[config.mk]
export PLATFORM = sky130hd
export DESIGN_NAME = adv_output_ctrl
export DESIGN_NICKNAME = d
export VERILOG_FILES = /design/src/design/adv_pkg.sv /design/src/design/adv_point_if.sv /design/src/design/adv_point_core.sv /design/src/design/adv_output_ctrl.sv
export SDC_FILE = /design/constraint.sdc
export NUM_CORES = 2
export LEC_CHECK = 0
export ABC_AREA = 1
export BUFFER_PORTS_ARGS = -buffer_cell sky130_fd_sc_hd__buf_2
export CORE_ASPECT_RATIO = 1.1
export CORE_MARGIN = 2
export CORE_UTILIZATION = 44
export DETAILED_ROUTE_END_ITERATION = 7
export PLACE_DENSITY = 0.6
export SKIP_CTS_REPAIR_TIMING = 1
export SLEW_MARGIN = 15
export SYNTH_ARGS = -nofsm -noshare
export SYNTH_HDL_FRONTEND = slang
export SYNTH_SLANG_ARGS = --single-unit
export TNS_END_PERCENT = 50
[constraint.sdc]
create_clock -name clk -period 136.8 [get_ports clk]
set_clock_uncertainty 0.1 [all_clocks]
set_input_delay 27.36 -clock clk [delete_from_list [all_inputs] [get_ports clk]]
set_output_delay 27.36 -clock clk [all_outputs]
set_load 0.01 [all_outputs]
[src/design/adv_pkg.sv]
package adv_pkg;

  // ==========================================================
  // sizes
  localparam int CH_NUM   = 8;
  localparam int DW       = 16;
  localparam int CH_W     = 3;
  localparam int TMR_W    = 16;

  // ==========================================================
  // timing: times in ns, counts derived from the clock
  localparam int CLK_PERIOD_NS  = 50;
  localparam int CYCLE_STD_NS   = 1000000;  // 1.0 ms per point
  localparam int CYCLE_FAST_NS  = 250000;   // 250 us per point
  localparam int CYCLE_STD_CNT  = CYCLE_STD_NS / CLK_PERIOD_NS;
  localparam int CYCLE_FAST_CNT = CYCLE_FAST_NS / CLK_PERIOD_NS;

  // ==========================================================
  // resolutions, margins and scaling limit
  localparam logic signed [DW-1:0] RES_STD     = 16'sh0fa0;  // 4000
  localparam logic signed [DW-1:0] RES_HIGH    = 16'sh1f40;  // 8000
  localparam logic signed [DW-1:0] MARGIN_STD  = 16'sh00c8;  // 200
  localparam logic signed [DW-1:0] MARGIN_HIGH = 16'sh0190;  // 400
  localparam logic signed [DW-1:0] SCALE_LIM   = 16'sh7d00;  // 32000

  // ==========================================================
  // signal ranges per channel
  localparam logic [1:0] RANGE_1_5V   = 2'h0;  // also 4 to 20 mA
  localparam logic [1:0] RANGE_0_10V  = 2'h1;
  localparam logic [1:0] RANGE_0_5V   = 2'h2;
  localparam logic [1:0] RANGE_BIPOL  = 2'h3;  // -10 to +10 V

  // hold states; unused code behaves as clear
  localparam logic [1:0] HOLD_CLEAR   = 2'h0;
  localparam logic [1:0] HOLD_KEEP    = 2'h1;
  localparam logic [1:0] HOLD_MAX     = 2'h2;

  // ==========================================================
  // sequencer states
  typedef enum logic [1:0] {
    SEQ_IDLE = 2'b01,
    SEQ_RUN  = 2'b10
  } adv_seq_type;

  // ==========================================================
  // range endpoints
  function automatic logic signed [DW-1:0] range_min(input logic [1:0] rng,
                                                     input logic       res_hi);
    logic signed [DW-1:0] full;
    full = res_hi ? RES_HIGH : RES_STD;
    if (rng == RANGE_BIPOL) begin
      range_min = -(full >>> 1);
    end else begin
      range_min = '0;
    end
  endfunction : range_min

  function automatic logic signed [DW-1:0] range_max(input logic [1:0] rng,
                                                     input logic       res_hi);
    logic signed [DW-1:0] full;
    full = res_hi ? RES_HIGH : RES_STD;
    if (rng == RANGE_BIPOL) begin
      range_max = full >>> 1;
    end else begin
      range_max = full;
    end
  endfunction : range_max

endpackage : adv_pkg

[src/design/adv_point_if.sv]
`timescale 1ns/1ps
interface adv_point_if;
  logic signed [adv_pkg::DW-1:0] set_value;
  logic [1:0]                    range_sel;
  logic [1:0]                    hold_mode;
  logic                          res_hi;
  logic                          scale_on;
  logic signed [adv_pkg::DW-1:0] scale_lower;
  logic signed [adv_pkg::DW-1:0] scale_upper;
  logic signed [adv_pkg::DW-1:0] last_code;
  logic                          hold_req;
  logic signed [adv_pkg::DW-1:0] code;
  logic                          range_err;

  modport seq (output set_value, range_sel, hold_mode, res_hi, scale_on,
               output scale_lower, scale_upper, last_code, hold_req,
               input  code, range_err);
  modport core (input  set_value, range_sel, hold_mode, res_hi, scale_on,
                input  scale_lower, scale_upper, last_code, hold_req,
                output code, range_err);
endinterface : adv_point_if

[src/design/adv_point_core.sv]
`timescale 1ns/1ps
module adv_point_core (
  adv_point_if.core pt
);

  logic signed [adv_pkg::DW-1:0] rmin;
  logic signed [adv_pkg::DW-1:0] rmax;
  logic signed [adv_pkg::DW-1:0] margin;
  logic signed [31:0]            num;
  logic signed [31:0]            den;
  logic signed [31:0]            scaled;
  logic signed [adv_pkg::DW-1:0] conv;
  logic                          err;

  // ==========================================================
  // range check, scaling and hold selection
  always_comb begin
    rmin   = adv_pkg::range_min(pt.range_sel, pt.res_hi);
    rmax   = adv_pkg::range_max(pt.range_sel, pt.res_hi);
    margin = pt.res_hi ? adv_pkg::MARGIN_HIGH : adv_pkg::MARGIN_STD;
    num    = '0;
    den    = 32'sh00000001;
    scaled = '0;
    conv   = pt.set_value;
    err    = 1'b0;
    if (pt.scale_on) begin
      err = (pt.scale_upper > adv_pkg::SCALE_LIM) ||
            (pt.scale_lower < -adv_pkg::SCALE_LIM) ||
            (pt.scale_upper <= pt.scale_lower) ||
            (pt.set_value < pt.scale_lower) ||
            (pt.set_value > pt.scale_upper);
      if (!err) begin
        num    = (32'(pt.set_value) - 32'(pt.scale_lower)) * (32'(rmax) - 32'(rmin));
        den    = 32'(pt.scale_upper) - 32'(pt.scale_lower);
        scaled = 32'(rmin) + num / den;
        conv   = scaled[adv_pkg::DW-1:0];
      end
    end else begin
      err = (pt.set_value < rmin - margin) || (pt.set_value > rmax + margin);
    end
    pt.range_err = err;
    if (pt.hold_req || err) begin
      case (pt.hold_mode)
        adv_pkg::HOLD_KEEP: pt.code = pt.last_code;
        adv_pkg::HOLD_MAX:  pt.code = rmax;
        default:            pt.code = rmin;  // hold_state_clear
      endcase
    end else begin
      pt.code = conv;
    end
  end

endmodule : adv_point_core

[src/design/adv_output_ctrl.sv]
`timescale 1ns/1ps
module adv_output_ctrl #(
  parameter int STD_CNT  = adv_pkg::CYCLE_STD_CNT,
  parameter int FAST_CNT = adv_pkg::CYCLE_FAST_CNT
) (
  input  wire logic                                           clk,
  input  wire logic                                           rst,
  input  wire logic                                           host_run,
  input  wire logic                                           cfg_res_high,
  input  wire logic                                           cfg_fast_cycle,
  input  wire logic                                           cfg_scale_en,
  input  wire logic [adv_pkg::CH_NUM-1:0]                     conv_enable_set,
  input  wire logic [adv_pkg::CH_NUM-1:0]                     conv_enable_clr,
  input  wire logic [adv_pkg::CH_NUM-1:0][1:0]                range_sel,
  input  wire logic [adv_pkg::CH_NUM-1:0][1:0]                hold_mode,
  input  wire logic [adv_pkg::CH_NUM-1:0][adv_pkg::DW-1:0]    set_value,
  input  wire logic [adv_pkg::CH_NUM-1:0][adv_pkg::DW-1:0]    scale_lower,
  input  wire logic [adv_pkg::CH_NUM-1:0][adv_pkg::DW-1:0]    scale_upper,
  output logic      [adv_pkg::CH_NUM-1:0][adv_pkg::DW-1:0]    dac_code,
  output logic                                                dac_load,
  output logic      [adv_pkg::CH_W-1:0]                       dac_channel,
  output logic      [adv_pkg::CH_NUM-1:0]                     conv_enable_flag,
  output logic      [adv_pkg::CH_NUM-1:0]                     setting_error,
  output logic                                                res_high_active,
  output logic                                                fast_active,
  output logic                                                scale_active
);

  localparam logic [adv_pkg::TMR_W-1:0] STD_LAST  = adv_pkg::TMR_W'(STD_CNT - 1);
  localparam logic [adv_pkg::TMR_W-1:0] FAST_LAST = adv_pkg::TMR_W'(FAST_CNT - 1);

  adv_point_if pt ();

  adv_point_core adv_point_core_inst (
    .pt (pt.core)
  );

  // ==========================================================
  // sequencer state
  adv_pkg::adv_seq_type              state;
  adv_pkg::adv_seq_type              next_state;
  logic [adv_pkg::TMR_W-1:0]         timer;
  logic [adv_pkg::TMR_W-1:0]         next_timer;
  logic [adv_pkg::CH_W-1:0]          ch;
  logic [adv_pkg::CH_W-1:0]          next_ch;
  logic                              next_res_high_active;
  logic                              next_fast_active;
  logic                              next_scale_active;
  logic                              point_done;

  // settings are latched once after reset, then frozen
  always_comb begin
    next_state           = state;
    next_timer           = timer;
    next_ch              = ch;
    next_res_high_active = res_high_active;
    next_fast_active     = fast_active;
    next_scale_active    = scale_active;
    point_done           = 1'b0;
    case (state)
      adv_pkg::SEQ_IDLE: begin
        next_res_high_active = cfg_res_high;
        next_fast_active     = cfg_fast_cycle;
        next_scale_active    = cfg_scale_en && !cfg_res_high && !cfg_fast_cycle;
        next_timer           = '0;
        next_ch              = '0;
        next_state           = adv_pkg::SEQ_RUN;
      end
      adv_pkg::SEQ_RUN: begin
        if (timer == (fast_active ? FAST_LAST : STD_LAST)) begin
          point_done = 1'b1;
          next_timer = '0;
          next_ch    = ch + 1'b1;
        end else begin
          next_timer = timer + 1'b1;
        end
      end
      default: begin
        next_state = adv_pkg::SEQ_IDLE;
      end
    endcase
  end

  // sequencer registers
  always_ff @(posedge clk) begin
    if (rst) begin
      state           <= adv_pkg::SEQ_IDLE;
      timer           <= '0;
      ch              <= '0;
      res_high_active <= 1'b0;
      fast_active     <= 1'b0;
      scale_active    <= 1'b0;
    end else begin
      state           <= next_state;
      timer           <= next_timer;
      ch              <= next_ch;
      res_high_active <= next_res_high_active;
      fast_active     <= next_fast_active;
      scale_active    <= next_scale_active;
    end
  end

  // ==========================================================
  // conversion enable flags
  logic                              host_run_d;
  logic                              next_host_run_d;
  logic [adv_pkg::CH_NUM-1:0]        next_conv_enable_flag;

  // leaving run mode wins over a set in the same cycle
  always_comb begin
    next_host_run_d       = host_run;
    next_conv_enable_flag = (conv_enable_flag & ~conv_enable_clr) | conv_enable_set;
    if (host_run_d && !host_run) begin
      next_conv_enable_flag = '0;
    end
  end

  // flag registers, cleared by any reset
  always_ff @(posedge clk) begin
    if (rst) begin
      host_run_d       <= 1'b0;
      conv_enable_flag <= '0;
    end else begin
      host_run_d       <= next_host_run_d;
      conv_enable_flag <= next_conv_enable_flag;
    end
  end

  // ==========================================================
  // current point fed to the conversion core
  always_comb begin
    pt.range_sel   = range_sel[ch];
    pt.hold_mode   = hold_mode[ch];
    pt.set_value   = set_value[ch];
    pt.scale_lower = scale_lower[ch];
    pt.scale_upper = scale_upper[ch];
    pt.last_code   = dac_code[ch];
    pt.res_hi      = res_high_active;
    pt.scale_on    = scale_active;
    pt.hold_req    = !conv_enable_flag[ch] || !host_run;
  end

  // ==========================================================
  // output codes and error flags
  logic [adv_pkg::CH_NUM-1:0][adv_pkg::DW-1:0] next_dac_code;
  logic [adv_pkg::CH_NUM-1:0]                  next_setting_error;
  logic                                        next_dac_load;
  logic [adv_pkg::CH_W-1:0]                    next_dac_channel;

  // one channel updated per finished point
  always_comb begin
    next_dac_code      = dac_code;
    next_setting_error = setting_error;
    next_dac_load      = point_done;
    next_dac_channel   = point_done ? ch : dac_channel;
    if (point_done) begin
      next_dac_code[ch]      = pt.code;
      next_setting_error[ch] = pt.range_err;
    end
  end

  // output registers start at the minimum code of the default range
  always_ff @(posedge clk) begin
    if (rst) begin
      dac_code      <= '0;
      setting_error <= '0;
      dac_load      <= 1'b0;
      dac_channel   <= '0;
    end else begin
      dac_code      <= next_dac_code;
      setting_error <= next_setting_error;
      dac_load      <= next_dac_load;
      dac_channel   <= next_dac_channel;
    end
  end

endmodule : adv_output_ctrl

**After elaboration in Yosys (flattened, before gate mapping)**

Cells that the tools add are included.

- Output and inout port bits: 151
- Logic and storage cells: 104
- Register bits after elaboration: 173
- Input bits: 438

- Multiply operators: 1
- Reduce and logical (&&, ||, !) cells: 18
- Div/mod/pow operators: 1
- Equality and inequality tests: 7
- $lt $le $gt $ge: 9
- Mux-type cells: 37
- Bitwise operators: 3
- $add $sub $neg: 9

Operators by type and width:

| kind | number |
|---|---|
| 16-bit binary-select mux with 3-bit select | 4 |
| 16-bit two-way mux | 10 |
| 128-bit bitwise mux | 1 |
| 16-bit case mux with 2 select lines | 2 |
| 16-bit by 16-bit subtractor with 17-bit output | 3 |
| 16-bit demux with 3-bit select | 1 |
| 16-bit adder | 2 |
| 32-bit by 32-bit divider with 32-bit output | 1 |
| 16-bit greater-than comparator | 2 |
| 16-bit < comparator | 2 |
| 32-bit by 32-bit multiplier with 32-bit output | 1 |
| 15-bit two-way mux | 2 |
| 16-bit by 1-bit adder with 16-bit output (second input constant) | 1 |
| 16-bit by 15-bit equality test with 1-bit output | 1 |
| 16-bit greater-than comparator (second input constant) | 1 |
| 16-bit less-or-equal comparator | 1 |
| 16-bit < comparator (second input constant) | 1 |
| 12-bit negation with 16-bit output | 1 |
| 16-bit by 10-bit subtractor with 16-bit output | 1 |
| 13-bit two-way mux | 1 |
| 2-bit binary-select mux with 3-bit select | 2 |
| 9-bit two-way mux | 1 |
| 8-bit AND | 1 |
| 8-bit bitwise mux | 1 |
| 21 further kinds | 41 |

**Longest topological paths before layout**

- Word-level depth: 12
- Gate-level depth with buffers: 699

**Cells and area by module**

Synthesis repeated with hierarchy kept, for this count alone.

- Cell total of the unflattened synthesis: 7881
- Area total of the unflattened synthesis: 48556.6 sq um

By module, submodules not included:

| module | seq. area each (sq um) | area each (sq um) | instances | cells an instance |
|---|---|---|---|---|
| adv_point_core | 0.0 | 37667.4 | 1 | 6121 |
| adv_output_ctrl | 3463.3 | 10889.2 | 1 | 1760 |

**Worst setup path before layout**

OpenSTA, ideal clock, no wires.

- Kind: input-to-reg
- Start point: input port set_value[82] in the netlist's numbering
- End point: register dac_code[111] in the netlist's numbering
- Slack: 27168 ps
- Stages: 665
- Data arrival time: 109419 ps
- Library setup time: 114 ps
- Buffers on the path: 18
- Data required time: 136586 ps
- Cells stage by stage: nor2_1 -> nor2_1 -> o21ai_0 -> o2111ai_1 -> ha_1 -> nand3b_1 -> nand2_1 -> nand2_1 -> nand2_1 -> a21oi_1 -> o21ai_0 -> a21oi_1 -> o21bai_1 -> nand3_1 -> nand2_1 -> nand2_1 -> inv_1 -> nor2_1 -> [629 not listed] -> nand3_1 -> nor3_1 -> nand4_1 -> nor2_1 -> a21oi_1 -> xor2_1 -> ha_1 -> a21oi_1 -> nor2_1 -> nor2_1 -> inv_1 -> a21oi_1 -> o21ai_2 -> xor2_1 -> nor2_1 -> o21ai_4 -> o21bai_1 -> inv_1

- Word-level cells in the longest chain between the ends: 10
- Elaborated cells on any way between the ends: 19

RTL lines:

| item | RTL line | text |
|---|---|---|
| start: declaration | adv_output_ctrl.sv:16 | `input wire logic [adv_pkg::CH_NUM-1:0][adv_pkg::DW-1:0] set_value,` |
| 16-bit binary-select mux with 3-bit select (*) | adv_output_ctrl.sv:134 | `pt.set_value = set_value[ch];` |
| 16-bit two-way mux (implied by the code) (*) | adv_output_ctrl.sv:134 |  |
| 16-bit by 16-bit subtractor with 17-bit output | adv_point_core.sv:33 | `num = (32'(pt.set_value) - 32'(pt.scale_lower)) * (32'(rmax) - 32'(rmin));` |
| 32-bit by 32-bit multiplier with 32-bit output | adv_point_core.sv:33 |  |
| 32-bit by 32-bit divider with 32-bit output | adv_point_core.sv:35 | `scaled = 32'(rmin) + num / den;` |
| 16-bit adder | adv_point_core.sv:35 |  |
| 16-bit two-way mux | adv_point_core.sv:32 | `if (!err) begin` |
| 16-bit two-way mux | adv_point_core.sv:26 | `if (pt.scale_on) begin` |
| 16-bit two-way mux (*) | adv_point_core.sv:42 | `if (pt.hold_req \|\| err) begin` |
| 128-bit bitwise mux (*) | adv_output_ctrl.sv:157 | `next_dac_code[ch] = pt.code;` |
| end signal: assignment | adv_output_ctrl.sv:170 | `dac_code <= next_dac_code;` |
| end: declaration | adv_output_ctrl.sv:19 | `output logic [adv_pkg::CH_NUM-1:0][adv_pkg::DW-1:0] dac_code,` |

Mark *: on every way between the ends. The rest lies on a longest branch, timed or not. The select of a mux whose other input is x is not followed.
A chain may end at the register's enable or synchronous reset.

**Worst setup path in the final report**

- Start point: input port scale_lower[81] in the netlist's numbering
- End point: register dac_code[46] in the netlist's numbering

- Word-level cells in the longest chain between the ends: 11
- Elaborated cells on any way between the ends: 20

RTL lines:

| item | RTL line | text |
|---|---|---|
| start: declaration | adv_output_ctrl.sv:17 | `input wire logic [adv_pkg::CH_NUM-1:0][adv_pkg::DW-1:0] scale_lower,` |
| 16-bit binary-select mux with 3-bit select (*) | adv_output_ctrl.sv:135 | `pt.scale_lower = scale_lower[ch];` |
| 16-bit two-way mux (implied by the code) (*) | adv_output_ctrl.sv:135 |  |
| parallel branches: the longest is 7 deep, another holds 32-bit by 32-bit multiplier with 32-bit output | -- |  |
| 16-bit two-way mux (*) | adv_point_core.sv:42 |  |
| 128-bit bitwise mux (*) | adv_output_ctrl.sv:157 |  |

Every way passes the cells marked *. The select of a mux whose other input is x is not followed.

==> parameters.txt <==
Parameter                              Value

Clocking
  Deepest level of the CTS H-tree    4
  Reg clk slew, reported paths    0.07 ns
  Root Buffer    clkbuf_16
  TritonCTS clock tree    yes
  Sinks on the clock net    173
  Num CTS Buffers    17
  Clock insertion delay at the later pin of the skew report    0.45 ns
  Maximum count of clock buffers along a single path    2

Detailed routing
  Vias per Instance    roughly 5.4
  Remaining routing DRC violations    0
  Vias post-DR    55000
  Avg WL per Cell    18.6 um
  Pre-Repair DR Iteration Count    8
  Post-DRT Antenna Nets    0
  Final Routed Wirelength    around 190000 um
  Initial DRC Count    4014

Timing
  Timing-limited maximum frequency    7.98 MHz
  RSZ-0062 raised after global routing    no
  Period Utilization, post-route    91.6%
  Actual transition at the worst max-transition pin    1.34 ns
  Headroom to the max-slew limit    9.95%
  Total Negative Setup Slacks    0 ns
  Min Tclk post-route    125.33 ns
  Count of pins over their slew limit    0
  Number of failing hold endpoints at the final stage    0
  Number of endpoints failing setup at the final stage    0

Logic synthesis
  Combined area of all synthesized cells    0.0503 mm2
  Register area share after synthesis    6.89%
  Unique masters post-synth    87
  Fraction of synthesis flops using an asynchronous set or reset pin    0%
  Average size of a mapped cell    a little over 6 um2
  Instance count of the mapped netlist    8103
  Post-synth top flop    dfxtp_1
  Seq cells post-synth    approximately 170
  Yosys warnings    0
  Number of enable flip-flop cells after synthesis    0

Worst setup path
  Nature of the critical path endpoint    register
  Maximum fanout count along the critical path    37
  Worst path arrival time    125.57 ns
  Most prevalent standard cell on the critical path    nand2_1
  Setup crit start kind    input port
  Data required time at the worst endpoint    137.04 ns
  Largest stage delay on the critical path    0.52 ns
  Crit path max-delay cell type    fa_1
  Worst setup path class    in2reg

Placed design
  Post-detail-place hpwl    156000 um
  Buffers added on ports    588
  Gpl congestion    around 1
  Placed Cells    10200

Outcome
  Run status    complete, no violations

Finish
  Final cell count without fillers    10300
  Core utilization of the finished layout    49.1%
  Proportion of layout cells with a drive suffix above 1    between 10% and 20%
  Area added between synthesis and finish    11.2%
  Net count of the finished layout    10000

GRT
  Vias in the first global route    51700
  Antenna violations before repair    14
  Pin count of the biggest net entering global routing    119
  First-pass GRT wire length    290000 um
  Total global routing track utilization    31.3%
  Grt total ovfl    0

Floorplanning
  Die area    0.117 mm2
  Total I/O pin count    a little under 600
  Core outline area    0.114 mm2
  Placement Rows    130
  Vertical extent of the die    ~360 um
  Die span in x    326 um
  Initial core utilization    roughly 44%

Worst hold path
  Hold crit path type    reg2reg

Job
  Max-cap check violation count    0
-- per-layer routing --
metal	track usage [%]	vias up	share of wire, %
met4	14.8	4	5.5
li1	-	27600	-
met5	0	-	0.011
met1	38.8	25300	42
met2	54.4	1742	47
met3	3.31	358	5.8
-- cell usage in the layout, fill, tap and decap left out, types with 54 or more instances in the layout --
master	n
o21ai_0	570
inv_2	66
dfxtp_1	172
nor2_1	825
xnor2_1	184
or2_2	70
inv_1	1243
nand3_1	308
buf_2	588
nand2_2	59
nand4_1	107
o21bai_1	142
ha_1	696
nand2_1	1713
nor3_1	54
o21ai_1	119
buf_4	85
a21oi_1	565
xor2_1	250
o22ai_1	68
conb_1	153
fa_1	183
-- kinds of logic (layout without fill, tap and decap cells) --
kind of cell               count (synthesis)  in the layout  share of synthesized area (%)
DFF                                      173            173                           6.89
other                                      2            163                         0.0149
muxes                                     10             10                          0.224
adders and majority gates                880            880                           24.6
buffers and inverters                   1560           2044                           12.5
xor gates and xnor gates                 438            438                           7.66
AOI/OAI and AO/OA                       1776           1777                           20.6
and+or+nand+nor                         3264           3266                           27.5
-- state kept, by name, summed over array words and instances, names as in the netlist, 2 cells and up --
signal and count:
setting_error 8, state 2, dac_channel 3, dac_code 128
timer 16, conv_enable_flag 8, ch 3
-- cell type report --
class,count,area (um2)
diodes,10,25.0
clock inverters,14,148
flip-flops and latches,173,3470
inverters,1335,5050
fillers,12200,57900
well taps,1518,1900
clock buffers,18,439
repair buffers,674,3600
multi-input cells,6524,41300
repair inverters,3,15.0
-- Yosys cell counts, types with 15 or more instances --
| cell | n | share of area, % |
|---|---|---|
| xnor2_1 | 184 | 3.2 |
| nor2_1 | 827 | 6.2 |
| nand3_2 | 25 | 0.50 |
| a21oi_1 | 565 | 5.6 |
| clkbuf_1 | 118 | 0.88 |
| inv_1 | 1249 | 9.3 |
| buf_6 | 27 | 0.60 |
| nand3_1 | 309 | 3.1 |
| nand2_1 | 1716 | 13 |
| fa_1 | 183 | 7.3 |
| nand2_2 | 58 | 0.72 |
| buf_2 | 32 | 0.32 |
| or2_2 | 70 | 0.87 |
| a21o_1 | 52 | 0.78 |
| o2111ai_1 | 19 | 0.33 |
| nor4_1 | 18 | 0.22 |
| nor2_2 | 15 | 0.19 |
| nor3_1 | 54 | 0.54 |
| nand4_1 | 107 | 1.3 |
| inv_2 | 64 | 0.48 |
| a21oi_2 | 28 | 0.49 |
| a31oi_1 | 20 | 0.25 |
| o21bai_1 | 142 | 2.1 |
| o211ai_1 | 20 | 0.30 |
| dfxtp_1 | 173 | 6.9 |
| clkinv_1 | 16 | 0.12 |
| o21ai_2 | 42 | 0.73 |
| o21ai_0 | 576 | 5.7 |
| a211oi_1 | 20 | 0.30 |
| ha_1 | 697 | 17 |
| o31ai_1 | 22 | 0.33 |
| o22ai_1 | 68 | 0.85 |
| o21ai_1 | 115 | 1.1 |
| xor2_1 | 252 | 4.4 |
| buf_4 | 23 | 0.34 |
-- critical path: cells and delay by family --
kind | cells | cell delay, ns
XOR/XNOR | 4 | 0.86
AND/OR/NAND/NOR | 268 | 30.11
buffers and inverters | 109 | 12.17
AO/OA/AOI/OAI | 226 | 41.51
adder cells (fa/ha/maj) | 42 | 13.38
-- worst paths after layout --
path | start | to | slack (ns) | cells after the start
worst max-delay path | scale_lower[81] | dac_code[46] | 11.47 | 649
worst min-delay path | timer[4] | timer[4] | 0.39 | 2
worst max register to register | ch[0] | dac_code[46] | 36.71 | 649
worst min register to register | timer[4] | timer[4] | 0.39 | 2
-- metrics by stage --
stage | setup slack [ns] | cell area, um2 | hold WS, ns
after CTS | 8.27 | 55800 | 0.392
after global placement | 10.49 | 55200 | 0.374
after global routing | 0.0767 | 55900 | 0.420
after floorplan | 27.17 | 50900 | 0.356
after detailed placement | 8.11 | 55200 | 0.382
final | 11.47 | 55900 | 0.389
Power is not shown: default switching activity piles up to over one toggle a cycle in this logic, so the estimate is an artifact.
